--- src/rtl/abu_pkg.sv ---
// Package for the address breakpoint unit: register map, fields, reset values
package abu_pkg;
    localparam logic [7:0] ABU_OFF_WAIT_STATUS = 8'h00;
    localparam logic [7:0] ABU_OFF_FLAG_CLEAR = 8'h03;
    localparam logic [7:0] ABU_OFF_ADDR_HIGH = 8'h09;
    localparam logic [7:0] ABU_OFF_ADDR_LOW = 8'h0A;
    localparam logic [7:0] ABU_OFF_STATUS_CTRL = 8'h0B;
    localparam int ABU_BIT_ENABLE = 7;
    localparam int ABU_BIT_ACTIVE = 6;
    localparam int ABU_BIT_WAIT_EXIT = 1;
    localparam int ABU_BIT_CLEAR_PERMIT = 7;
    localparam logic [7:0] ABU_RESET_BYTE = 8'h00;
    localparam logic [15:0] ABU_VEC_USER = 16'hFFFC;
    localparam logic [15:0] ABU_VEC_MONITOR = 16'hFEFC;
endpackage

--- src/rtl/abu_addr_cmp.sv ---
// Sixteen-bit breakpoint address comparator
`timescale 1ns/1ps
module abu_addr_cmp
    import abu_pkg::*;
(
    input wire logic [7:0] i_high,
    input wire logic [7:0] i_low,
    input wire logic [15:0] i_addr,
    input wire logic i_valid,
    output logic o_match
);
    // One compare per bus cycle, qualified by a new CPU address
    assign o_match = i_valid && (i_addr == {i_high, i_low});
endmodule // abu_addr_cmp

--- src/rtl/abu_break_unit.sv ---
// Address breakpoint unit: registers, match, break state and side controls
// How it works
// - With the enable bit set a break is flagged on a full 16-bit address match, otherwise not.
// - The enable bit is bit 7 of the status and control register, read/write, cleared by zero.
// - The break-active bit is set by hardware on an enabled match and reads one while set.
// - Writing one to the break-active bit requests a break without any address match.
// - After clearing break-active with an unchanged address, that same address raises no break.
// - Two byte registers hold the breakpoint address halves, read/write, reset to zero.
// - The clear-permit bit lets status bits be cleared during break, else they are kept.
// - The timer counter is halted for as long as the break state lasts.
// - The watchdog is held off during break while test high voltage is on the reset pin.
// - The wait-exit flag reads one when wait mode was ended by a break, else zero.
// - The wait-exit register only works in emulation mode.
// - In wait and stop the unit stays enabled but raises no address-match break.
// - A match asserts the breakpoint signal and the vector follows the normal or monitor pair.
// - Opcode breaks precede the instruction, operand breaks follow it, software breaks wait.
// - Writing zero to the wait-exit flag clears it; reset clears it too.
//
// The plain strobed port and the register addresses were chosen for this implementation.
`timescale 1ns/1ps
module abu_break_unit
    import abu_pkg::*;
(
    input wire logic i_clk_sys,
    input wire logic i_nrst,
    input wire logic [7:0] i_addr,
    input wire logic [7:0] i_wdata,
    input wire logic i_wr,
    input wire logic i_rd,
    output logic [7:0] o_rdata,
    input wire logic [15:0] i_cpu_addr,
    input wire logic i_cpu_addr_valid,
    input wire logic i_cpu_opcode_fetch,
    input wire logic i_instr_boundary,
    input wire logic i_break_state,
    input wire logic i_wait_mode,
    input wire logic i_stop_mode,
    input wire logic i_monitor_mode,
    input wire logic i_emulation_mode,
    input wire logic i_test_high_voltage,
    output logic o_breakpoint_signal,
    output logic o_suppress_instr,
    output logic [15:0] o_break_vector,
    output logic o_status_clear_permit,
    output logic o_timer_halt,
    output logic o_watchdog_disable
);
    logic enable_reg;
    logic active_reg;
    logic [7:0] addr_high_reg;
    logic [7:0] addr_low_reg;
    logic permit_reg;
    logic wait_exit_reg;
    logic sw_req_reg;
    logic breakpoint_signal_reg;
    logic suppress_reg;
    logic [7:0] rdata_reg;
    logic rearm_reg;
    logic raw_match;
    logic hit;
    logic wr_ctrl;
    logic wr_high;
    logic wr_low;

    assign wr_ctrl = i_wr && (i_addr == ABU_OFF_STATUS_CTRL);
    assign wr_high = i_wr && (i_addr == ABU_OFF_ADDR_HIGH);
    assign wr_low = i_wr && (i_addr == ABU_OFF_ADDR_LOW);

    abu_addr_cmp u_cmp
    (
        .i_high(addr_high_reg),
        .i_low(addr_low_reg),
        .i_addr(i_cpu_addr),
        .i_valid(i_cpu_addr_valid),
        .o_match(raw_match)
    );

    // A disarmed address stays silent until either byte is rewritten
    // Address bus frozen in wait or stop, so no match there
    assign hit = enable_reg && raw_match && rearm_reg && !i_wait_mode && !i_stop_mode;

    // Enable bit
    always_ff @(posedge i_clk_sys or negedge i_nrst)
    begin
        if (!i_nrst)
            enable_reg <= 1'b0;
        else if (wr_ctrl)
            enable_reg <= i_wdata[ABU_BIT_ENABLE];
    end

    // Break-active: hardware set wins over a software clear
    always_ff @(posedge i_clk_sys or negedge i_nrst)
    begin
        if (!i_nrst)
            active_reg <= 1'b0;
        else if (hit)
            active_reg <= 1'b1;
        else if (wr_ctrl)
            active_reg <= i_wdata[ABU_BIT_ACTIVE];
    end

    // Clearing active with the address untouched disarms that same address
    always_ff @(posedge i_clk_sys or negedge i_nrst)
    begin
        if (!i_nrst)
            rearm_reg <= 1'b1;
        else if (wr_high || wr_low)
            rearm_reg <= 1'b1;
        else if (wr_ctrl && !i_wdata[ABU_BIT_ACTIVE] && active_reg && !hit)
            rearm_reg <= 1'b0;
    end

    // Software break waits for the next instruction boundary
    always_ff @(posedge i_clk_sys or negedge i_nrst)
    begin
        if (!i_nrst)
            sw_req_reg <= 1'b0;
        else if (wr_ctrl && i_wdata[ABU_BIT_ACTIVE])
            sw_req_reg <= 1'b1;
        else if (i_instr_boundary)
            sw_req_reg <= 1'b0;
    end

    // Breakpoint pulse to the system integration unit
    always_ff @(posedge i_clk_sys or negedge i_nrst)
    begin
        if (!i_nrst)
            breakpoint_signal_reg <= 1'b0;
        else
            breakpoint_signal_reg <= hit || (sw_req_reg && i_instr_boundary);
    end

    // Opcode hits block the instruction; operand hits let it finish
    always_ff @(posedge i_clk_sys or negedge i_nrst)
    begin
        if (!i_nrst)
            suppress_reg <= 1'b0;
        else
            suppress_reg <= hit && i_cpu_opcode_fetch;
    end

    // Address halves
    always_ff @(posedge i_clk_sys or negedge i_nrst)
    begin
        if (!i_nrst)
        begin
            addr_high_reg <= ABU_RESET_BYTE;
            addr_low_reg <= ABU_RESET_BYTE;
        end
        else
        begin
            if (wr_high)
                addr_high_reg <= i_wdata;
            if (wr_low)
                addr_low_reg <= i_wdata;
        end
    end

    // Flag clear permit
    always_ff @(posedge i_clk_sys or negedge i_nrst)
    begin
        if (!i_nrst)
            permit_reg <= 1'b0;
        else if (i_wr && (i_addr == ABU_OFF_FLAG_CLEAR))
            permit_reg <= i_wdata[ABU_BIT_CLEAR_PERMIT];
    end

    // Wait-exit flag: set on a break leaving wait, only in emulation mode
    always_ff @(posedge i_clk_sys or negedge i_nrst)
    begin
        if (!i_nrst)
            wait_exit_reg <= 1'b0;
        else if (i_emulation_mode && i_wait_mode && i_break_state)
            wait_exit_reg <= 1'b1;
        else if (i_emulation_mode && i_wr && (i_addr == ABU_OFF_WAIT_STATUS)
                 && !i_wdata[ABU_BIT_WAIT_EXIT])
            wait_exit_reg <= 1'b0;
    end

    // Read data, one cycle after the strobe
    always_ff @(posedge i_clk_sys or negedge i_nrst)
    begin
        if (!i_nrst)
            rdata_reg <= 8'h00;
        else if (i_rd)
        begin
            case (i_addr)
                ABU_OFF_STATUS_CTRL: rdata_reg <= {enable_reg, active_reg, 6'h00};
                ABU_OFF_ADDR_HIGH: rdata_reg <= addr_high_reg;
                ABU_OFF_ADDR_LOW: rdata_reg <= addr_low_reg;
                ABU_OFF_FLAG_CLEAR: rdata_reg <= {permit_reg, 7'h00};
                ABU_OFF_WAIT_STATUS: rdata_reg <= {6'h00, wait_exit_reg & i_emulation_mode,
                                                   1'b0};
                default: rdata_reg <= 8'h00;
            endcase
        end
        else
            rdata_reg <= 8'h00;
    end

    assign o_rdata = rdata_reg;
    assign o_breakpoint_signal = breakpoint_signal_reg;
    assign o_suppress_instr = suppress_reg;
    assign o_break_vector = i_monitor_mode ? ABU_VEC_MONITOR : ABU_VEC_USER;
    // Outside break state clearing is never blocked
    assign o_status_clear_permit = !i_break_state || permit_reg;
    assign o_timer_halt = i_break_state;
    assign o_watchdog_disable = i_break_state && i_test_high_voltage;
endmodule // abu_break_unit

--- config.mk ---
export PLATFORM = sky130hd
export DESIGN_NAME = abu_break_unit
export DESIGN_NICKNAME = d
export VERILOG_FILES = /design/src/rtl/abu_pkg.sv /design/src/rtl/abu_addr_cmp.sv /design/src/rtl/abu_break_unit.sv
export SDC_FILE = /design/constraint.sdc
export NUM_CORES = 1
export LEC_CHECK = 0
export BUFFER_PORTS_ARGS = -buffer_cell sky130_fd_sc_hd__buf_4
export CAP_MARGIN = 5
export CORE_MARGIN = 8
export CORE_UTILIZATION = 51
export CTS_CLUSTER_SIZE = 40
export DETAILED_ROUTE_END_ITERATION = 6
export PLACE_DENSITY = 0.84
export SLEW_MARGIN = 20
export SYNTH_ARGS = -nofsm -noshare
export SYNTH_HDL_FRONTEND = slang
export SYNTH_SLANG_ARGS = --single-unit
--- constraint.sdc ---
create_clock -name i_clk_sys -period 3.2 [get_ports i_clk_sys]
set_input_delay 0.32 -clock i_clk_sys [delete_from_list [all_inputs] [get_ports i_clk_sys]]
set_output_delay 0.32 -clock i_clk_sys [all_outputs]
set_load 0.01 [all_outputs]
==> results of run 1 <==
[worst max-delay path by stage]
stage               startpoint         endpoint  cells after the start
floorplan            i_addr[4]  addr_low_reg[0]                      6
global placement     i_addr[4]  addr_low_reg[2]                      6
detailed placement   i_addr[4]  addr_low_reg[0]                      6
CTS                  i_addr[4]  addr_low_reg[4]                      6
global route         i_addr[4]  addr_low_reg[4]                      6
finish               i_addr[4]  addr_low_reg[7]                      6
[cells by family after synthesis]
logic type	count (synthesis)	share of synthesized area, %
buffers and inverters	27	10.8
xor gates and xnor gates	18	8.80
AOI/OAI and AO/OA	16	6.57
other	2	0.419
DFF	32	44.8
muxes	20	14.3
and+or+nand+nor	43	14.4
[cell type report]
cell class,instances,area (um^2)
Inverter,5,18.8
Fill cell,287,1120
Clock buffer,6,41.3
Clock inverter,2,35.0
Tap cell,46,57.6
Timing Repair Buffer,59,445
Sequential cell,32,802
Multi-Input combinational cell,112,845
[placed cells by master (no fill, tap or decap), types with 2 or more instances in the layout]
master and instances:
sky130_fd_sc_hd__clkbuf_4 5, sky130_fd_sc_hd__nand2_1 9, sky130_fd_sc_hd__nand4_1 6, sky130_fd_sc_hd__and3_2 2
sky130_fd_sc_hd__nor3_1 2, sky130_fd_sc_hd__mux2_4 8, sky130_fd_sc_hd__nand3_1 2, sky130_fd_sc_hd__inv_1 5
sky130_fd_sc_hd__dfrtp_1 31, sky130_fd_sc_hd__xnor2_1 17, sky130_fd_sc_hd__and3_1 2, sky130_fd_sc_hd__conb_1 15
sky130_fd_sc_hd__and2_1 2, sky130_fd_sc_hd__o21ai_0 2, sky130_fd_sc_hd__a22oi_1 7, sky130_fd_sc_hd__buf_4 58
sky130_fd_sc_hd__mux2_2 12, sky130_fd_sc_hd__nor2_1 9
[metrics by stage]
step | utilization (%) | instance area (um^2) | setup slack [ns]
3_3_place_gp | 64.2 | 2160 | 1.02
2_1_floorplan | - | 1840 | 1.33
4_1_cts | 66.7 | 2240 | 1.35
3_5_place_dp | 64.2 | 2160 | 0.984
5_1_grt | 66.7 | 2240 | 1.32
6_report | 66.7 | 2240 | 1.35
[power groups by stage]
stage | Combinational (uW) | Clock (uW) | Sequential, uW
final | 124 | 310 | 428
after global routing | 134 | 334 | 429
after CTS | 124 | 311 | 427
after detailed placement | 122 | 0 | 435
after global placement | 119 | 0 | 435
after floorplan | 74.3 | 0 | 432
[metal layers]
metal,track usage [%],share of wire (%),vias up
met4,5.12,1.0,0
met2,24.1,48,49
met1,17.3,42,615
met3,5.59,8.2,5
li1,-,-,634
met5,0,0,-
==> impl_metrics.xml, run 1 <==
<?xml version="1.0" encoding="UTF-8"?>
<metrics>
  <group name="status">
    <metric name="outcome" unit="">finished clean</metric>
  </group>
  <group name="critical_path">
    <metric name="critPathMaxStageDelay" unit="ns">0.54</metric>
    <metric name="regToRegSetupSlack" unit="ns">1.69</metric>
    <metric name="r2r-start" unit="">addr_high_reg[0]</metric>
    <metric name="timing_worst_setup_path_type" unit="">in -&gt; reg</metric>
    <metric name="worst_ep_arrival_time" unit="ns">2.08</metric>
    <metric name="crit_path_end_kind" unit="">flop</metric>
    <metric name="worst_setup_path_start_kind" unit="">input port</metric>
    <metric name="cells_along_the_critical_path" unit="">buf_4 &gt; or4_4 &gt; nor2_4 &gt; and4b_1 &gt; nand2_8 &gt; mux2_4</metric>
    <metric name="timing.critical_path.fanout_max" unit="">10</metric>
    <metric name="crit_buf_inv" unit="">1</metric>
    <metric name="critical_r2r_capture" unit="">rearm_reg</metric>
    <metric name="critPathTopFamily" unit="">simple AND/OR/NAND/NOR gates</metric>
    <metric name="worst_r2r_path_depth" unit="">5</metric>
    <metric name="crit_slowest_cell" unit="">sky130_fd_sc_hd__or4_4</metric>
    <metric name="worstPathRequired" unit="ns">3.43</metric>
  </group>
  <group name="floorplanning">
    <metric name="floorplan.initialDensity" unit="%">53.2</metric>
    <metric name="core_area" unit="um^2">3360</metric>
    <metric name="die_h" unit="um">75.3</metric>
    <metric name="die_w" unit="um">75.3</metric>
    <metric name="die_outline_area" unit="um^2">5660</metric>
    <metric name="ios" unit="">74</metric>
    <metric name="std_cell_rows" unit="">21</metric>
  </group>
  <group name="clock_network">
    <metric name="clkSinkCount" unit="">32</metric>
    <metric name="cts.clk_slew.worst_paths" unit="ns">0.10</metric>
    <metric name="clock_tree.htree_level_count" unit="">2</metric>
    <metric name="postCtsSetupRepairBufs" unit="">0</metric>
    <metric name="cts-root-to-sink-buffers" unit="">2</metric>
    <metric name="cts-buffers-inserted" unit="">5</metric>
    <metric name="worstSkewPairLatency" unit="ns">0.35</metric>
    <metric name="cts_root_buf" unit="">sky130_fd_sc_hd__clkbuf_4</metric>
    <metric name="cts_resized" unit="">0</metric>
    <metric name="tritoncts" unit="">yes</metric>
    <metric name="holdBufCountCts" unit="">1</metric>
  </group>
  <group name="placement">
    <metric name="hpwlAfterDp" unit="um">3160</metric>
    <metric name="placedCellCount" unit="">253</metric>
    <metric name="io_buffers" unit="">58</metric>
    <metric name="final_gp_congestion" unit="">0.774</metric>
  </group>
  <group name="sta">
    <metric name="setup-violations-final" unit="">0</metric>
    <metric name="hold_ws" unit="ns">0.178</metric>
    <metric name="headroom_to_the_max_slew_limit" unit="%">52.3</metric>
    <metric name="layout_min_cycle_time" unit="ns">1.85</metric>
    <metric name="clock-skew-final" unit="ns">0.0146</metric>
    <metric name="total_negative_slack_for_setup_checks" unit="ns">0</metric>
    <metric name="tightest_slew" unit="ns">0.715</metric>
    <metric name="fmax" unit="GHz">0.540</metric>
    <metric name="drv_slew" unit="">0</metric>
    <metric name="grt_setup_unrepaired" unit="">no</metric>
    <metric name="final_hold_viol_count" unit="">0</metric>
    <metric name="final.period_utilization" unit="%">57.9</metric>
  </group>
  <group name="synthesis">
    <metric name="yosys.cell_count.top_type" unit="">sky130_fd_sc_hd__dfrtp_1</metric>
    <metric name="synth_top_cell_by_area" unit="">sky130_fd_sc_hd__dfrtp_1</metric>
    <metric name="yosysTopAreaCellShare" unit="%">43.3</metric>
    <metric name="synthFlopType" unit="">sky130_fd_sc_hd__dfrtp_1</metric>
    <metric name="netlist_area" unit="um^2">1790</metric>
    <metric name="synth-edff-count" unit="">0</metric>
    <metric name="flops_latches_synth" unit="">32</metric>
    <metric name="syn_inst" unit="">158</metric>
    <metric name="synth_top_cells_by_count" unit="">sky130_fd_sc_hd__dfrtp_1 (31), sky130_fd_sc_hd__xnor2_1 (17), sky130_fd_sc_hd__buf_4 (16)</metric>
    <metric name="portion_of_the_post_synthesis_area_used_by_sequential_elements" unit="%">44.8</metric>
    <metric name="synthTopCellsByArea" unit="">sky130_fd_sc_hd__dfrtp_1 (43%), sky130_fd_sc_hd__xnor2_1 (8.3%), sky130_fd_sc_hd__mux2_2 (7.5%)</metric>
    <metric name="synth.lib_cells_used.distinct" unit="">38</metric>
    <metric name="asr_flop_ratio_synth" unit="%">100</metric>
    <metric name="number_of_warnings_printed_during_yosys_synthesis" unit="">0</metric>
    <metric name="post_synth.cell_area_avg" unit="um^2">11.3</metric>
  </group>
  <group name="worst_hold_path">
    <metric name="timing.hold.worst_endpoint" unit="">sw_req_reg</metric>
    <metric name="worstHoldPathType" unit="">in -&gt; reg</metric>
    <metric name="min-delay-start" unit="">i_instr_boundary</metric>
    <metric name="holdPathStages" unit="">2</metric>
  </group>
  <group name="layout">
    <metric name="antennaDiodeCount" unit="">0</metric>
    <metric name="finish.net_count" unit="">260</metric>
    <metric name="post_route_cells_drive_above_1_share" unit="%">42.6</metric>
    <metric name="areaGrowthSynthToFinish" unit="%">25.4</metric>
    <metric name="finish.cell_count_without_fillers" unit="">262</metric>
  </group>
  <group name="power_and_ir_drop">
    <metric name="static_leak" unit="uW">0.00109</metric>
    <metric name="p_sw_share" unit="%">24.6</metric>
    <metric name="switchingPower" unit="uW">212</metric>
    <metric name="total_power" unit="uW">862</metric>
    <metric name="internal-power" unit="uW">649</metric>
    <metric name="clkPwrFrac" unit="%">36.0</metric>
    <metric name="combinationalPowerShare" unit="%">14.4</metric>
    <metric name="power_density" unit="nW/um^2">384</metric>
    <metric name="max-vdd-ir-drop" unit="V">0.000240</metric>
    <metric name="sequentialPowerShare" unit="%">49.6</metric>
  </group>
  <group name="global_routing">
    <metric name="grt_pass1_vias" unit="">1352</metric>
    <metric name="globalRouteOverflowTotal" unit="">0</metric>
    <metric name="maximum_number_of_pins_on_one_net_before_global_route_repair" unit="">33</metric>
    <metric name="global_route.usage.total" unit="%">14.8</metric>
    <metric name="antenna_violations_before_repair" unit="">0</metric>
    <metric name="grt_pass1_wl" unit="um">6220</metric>
  </group>
  <group name="route">
    <metric name="drt_wl_total" unit="um">4100</metric>
    <metric name="drt-vias-per-instance" unit="">4.97</metric>
    <metric name="drt_drc_violations_left" unit="">0</metric>
    <metric name="drt_pass1_iterations" unit="">5</metric>
    <metric name="detailroute.via_count" unit="">1303</metric>
    <metric name="drt_iter0_drc" unit="">43</metric>
    <metric name="wl_per_cell" unit="um">15.7</metric>
    <metric name="drtAntennaViolNets" unit="">0</metric>
  </group>
  <group name="job">
    <metric name="cap_violations" unit="">0</metric>
  </group>
</metrics>
Power figures use the tool's default switching activity.
==> run 2, diff against run 1 <==
Settings changed: CORE_UTILIZATION 51 to 48, PLACE_DENSITY 0.84 to 0.8.
Clock period 3.2 ns to 1.8 ns, I/O delays scaled along.
==> run 2 against run 1 <==
Effect of this change:
- combinational power is 78% higher
- critical path type unchanged
- largest cell class unchanged
- non-clock buffer count is 5 higher
- worst hold slack worse by 0.088 ns
==> impl_metrics.xml, run 2 (same netlist as run 1, synthesis figures left out) <==
<?xml version="1.0" encoding="UTF-8"?>
<metrics>
  <group name="power_and_ir_drop">
    <metric name="switchingPower" unit="uW">382</metric>
    <metric name="sequentialPowerShare" unit="%">43.8</metric>
    <metric name="static_leak" unit="uW">0.00114</metric>
    <metric name="combinationalPowerShare" unit="%">12.8</metric>
    <metric name="max-vdd-ir-drop" unit="V">0.000466</metric>
    <metric name="p_sw_share" unit="%">22.0</metric>
    <metric name="internal-power" unit="uW">1350</metric>
    <metric name="clkPwrFrac" unit="%">43.5</metric>
    <metric name="total_power" unit="uW">1740</metric>
    <metric name="power_density" unit="nW/um^2">744</metric>
  </group>
  <group name="critical_path">
    <metric name="worst_setup_path_start_kind" unit="">input port</metric>
    <metric name="crit_buf_inv" unit="">1</metric>
    <metric name="critPathMaxStageDelay" unit="ns">0.55</metric>
    <metric name="cell_count_along_the_critical_path" unit="">6</metric>
    <metric name="setup.worst_path.end" unit="">addr_low_reg[6]</metric>
    <metric name="r2r-start" unit="">addr_low_reg[4]</metric>
    <metric name="worstPathRequired" unit="ns">1.97</metric>
    <metric name="critical_r2r_capture" unit="">rearm_reg</metric>
    <metric name="crit_slowest_cell" unit="">sky130_fd_sc_hd__or4_4</metric>
    <metric name="critPathTopFamily" unit="">simple AND/OR/NAND/NOR gates</metric>
    <metric name="timing.critical_path.fanout_max" unit="">8</metric>
    <metric name="worst_ep_arrival_time" unit="ns">1.72</metric>
    <metric name="cells_along_the_critical_path" unit="">buf_4 &gt; or4_4 &gt; nor2_4 &gt; and4b_1 &gt; nand2_8 &gt; mux2_4</metric>
    <metric name="crit_path_end_kind" unit="">flop</metric>
    <metric name="startpoint" unit="">i_addr[4]</metric>
    <metric name="regToRegSetupSlack" unit="ns">0.35</metric>
    <metric name="worst_r2r_path_depth" unit="">5</metric>
    <metric name="timing_worst_setup_path_type" unit="">in -&gt; reg</metric>
  </group>
  <group name="route">
    <metric name="detailroute.via_count" unit="">1325</metric>
    <metric name="drt_pass1_iterations" unit="">4</metric>
    <metric name="drt_iter0_drc" unit="">114</metric>
    <metric name="wl_per_cell" unit="um">15.3</metric>
    <metric name="drtAntennaViolNets" unit="">0</metric>
    <metric name="drt_drc_violations_left" unit="">0</metric>
    <metric name="drt_wl_total" unit="um">4130</metric>
    <metric name="drt-vias-per-instance" unit="">4.93</metric>
  </group>
  <group name="clock_network">
    <metric name="cts_root_buf" unit="">sky130_fd_sc_hd__clkbuf_8</metric>
    <metric name="holdBufCountCts" unit="">1</metric>
    <metric name="clkSinkCount" unit="">32</metric>
    <metric name="clock_tree.htree_level_count" unit="">2</metric>
    <metric name="cts-buffers-inserted" unit="">5</metric>
    <metric name="tritoncts" unit="">yes</metric>
    <metric name="cts_resized" unit="">0</metric>
    <metric name="postCtsSetupRepairBufs" unit="">0</metric>
    <metric name="cts-root-to-sink-buffers" unit="">2</metric>
    <metric name="cts.clk_slew.worst_paths" unit="ns">0.06</metric>
    <metric name="worstSkewPairLatency" unit="ns">0.29</metric>
  </group>
  <group name="global_routing">
    <metric name="grt_pass1_vias" unit="">1375</metric>
    <metric name="grt_pass1_wl" unit="um">6560</metric>
    <metric name="maximum_number_of_pins_on_one_net_before_global_route_repair" unit="">33</metric>
    <metric name="globalRouteOverflowTotal" unit="">0</metric>
    <metric name="global_route.usage.total" unit="%">13.9</metric>
    <metric name="antenna_violations_before_repair" unit="">0</metric>
  </group>
  <group name="worst_hold_path">
    <metric name="holdPathStages" unit="">2</metric>
    <metric name="min-delay-start" unit="">i_instr_boundary</metric>
    <metric name="worstHoldPathType" unit="">in -&gt; reg</metric>
  </group>
  <group name="layout">
    <metric name="final_area" unit="um^2">2330</metric>
    <metric name="post_route_cells_drive_above_1_share" unit="%">44.3</metric>
    <metric name="final_core_utilization" unit="%">64.3</metric>
    <metric name="most_common_cell_after_layout_fill_and_taps_aside" unit="">sky130_fd_sc_hd__buf_4</metric>
    <metric name="antennaDiodeCount" unit="">0</metric>
    <metric name="areaGrowthSynthToFinish" unit="%">30.4</metric>
    <metric name="layout.cells.most_common_list" unit="">sky130_fd_sc_hd__buf_4 (63), sky130_fd_sc_hd__dfrtp_1 (31), sky130_fd_sc_hd__xnor2_1 (17)</metric>
    <metric name="finish.net_count" unit="">265</metric>
  </group>
  <group name="sta">
    <metric name="layout_min_cycle_time" unit="ns">1.55</metric>
    <metric name="final.period_utilization" unit="%">86.0</metric>
    <metric name="clock-skew-final" unit="ns">0.00373</metric>
    <metric name="hold_ws" unit="ns">0.0901</metric>
    <metric name="fmax" unit="GHz">0.646</metric>
    <metric name="grt_setup_unrepaired" unit="">no</metric>
    <metric name="setup-violations-final" unit="">0</metric>
    <metric name="final_hold_viol_count" unit="">0</metric>
    <metric name="drv_slew" unit="">0</metric>
  </group>
  <group name="placement">
    <metric name="final_gp_congestion" unit="">0.814</metric>
    <metric name="hpwlAfterDp" unit="um">3190</metric>
    <metric name="placedInstanceArea" unit="um^2">2200</metric>
    <metric name="io_buffers" unit="">58</metric>
  </group>
  <group name="floorplanning">
    <metric name="std_cell_rows" unit="">22</metric>
    <metric name="floorplan.initialDensity" unit="%">49.3</metric>
    <metric name="die_h" unit="um">77.1</metric>
    <metric name="die_w" unit="um">77.1</metric>
    <metric name="ios" unit="">74</metric>
    <metric name="die_outline_area" unit="um^2">5940</metric>
    <metric name="core_area" unit="um^2">3630</metric>
  </group>
  <group name="status">
    <metric name="outcome" unit="">finished clean</metric>
  </group>
  <group name="job">
    <metric name="cap_violations" unit="">0</metric>
  </group>
</metrics>
[run 2: worst register-to-register path, stage by stage, from the launching register on]
cell,delay (ns)
sky130_fd_sc_hd__dfrtp_1,0.42
sky130_fd_sc_hd__xnor2_1,0.18
sky130_fd_sc_hd__nand4_1,0.15
sky130_fd_sc_hd__nor3_1,0.31
sky130_fd_sc_hd__a2111oi_0,0.15
sky130_fd_sc_hd__o21ai_0,0.17
[run 2: layout make-up]
type,instances,area (um^2)
Fill cell,306,1300
Multi-Input combinational cell,112,845
Sequential cell,32,802
Timing Repair Buffer,64,483
Clock buffer,7,96.3
Tap cell,48,60.1
Clock inverter,1,30.0
Inverter,5,18.8
[run 2: power groups by stage]
stage / Combinational (uW) / Sequential [uW] / Clock, uW
global placement: 215 / 772 / 0
detailed placement: 218 / 773 / 0
finish: 221 / 760 / 755
global route: 241 / 762 / 790
CTS: 221 / 760 / 762
floorplan: 132 / 768 / 0
[run 2: routing by layer]
layer / routed length (um) / track usage [%]
met5: 0 / 0
met2: 2030 / 23.1
met4: 100 / 8.49
met1: 1690 / 15.0
met3: 301 / 4.55
[run 2: per-stage QoR]
step                      setup WS, ns  std cells  TNS (ns)
after global routing             0.201        269         0
after detailed placement       -0.0579        260    -0.406
final                            0.252        269         0
after CTS                        0.251        269         0
after floorplan                 0.0733        171         0
after global placement         -0.0223        260    -0.174
[run 2: worst min path at each step]
stage / end / slack (ns)
after global placement: enable_reg / 0.13
final: sw_req_reg / 0.09
after global routing: sw_req_reg / 0.10
after detailed placement: permit_reg / 0.14
after floorplan: active_reg / -0.12
after CTS: sw_req_reg / 0.09
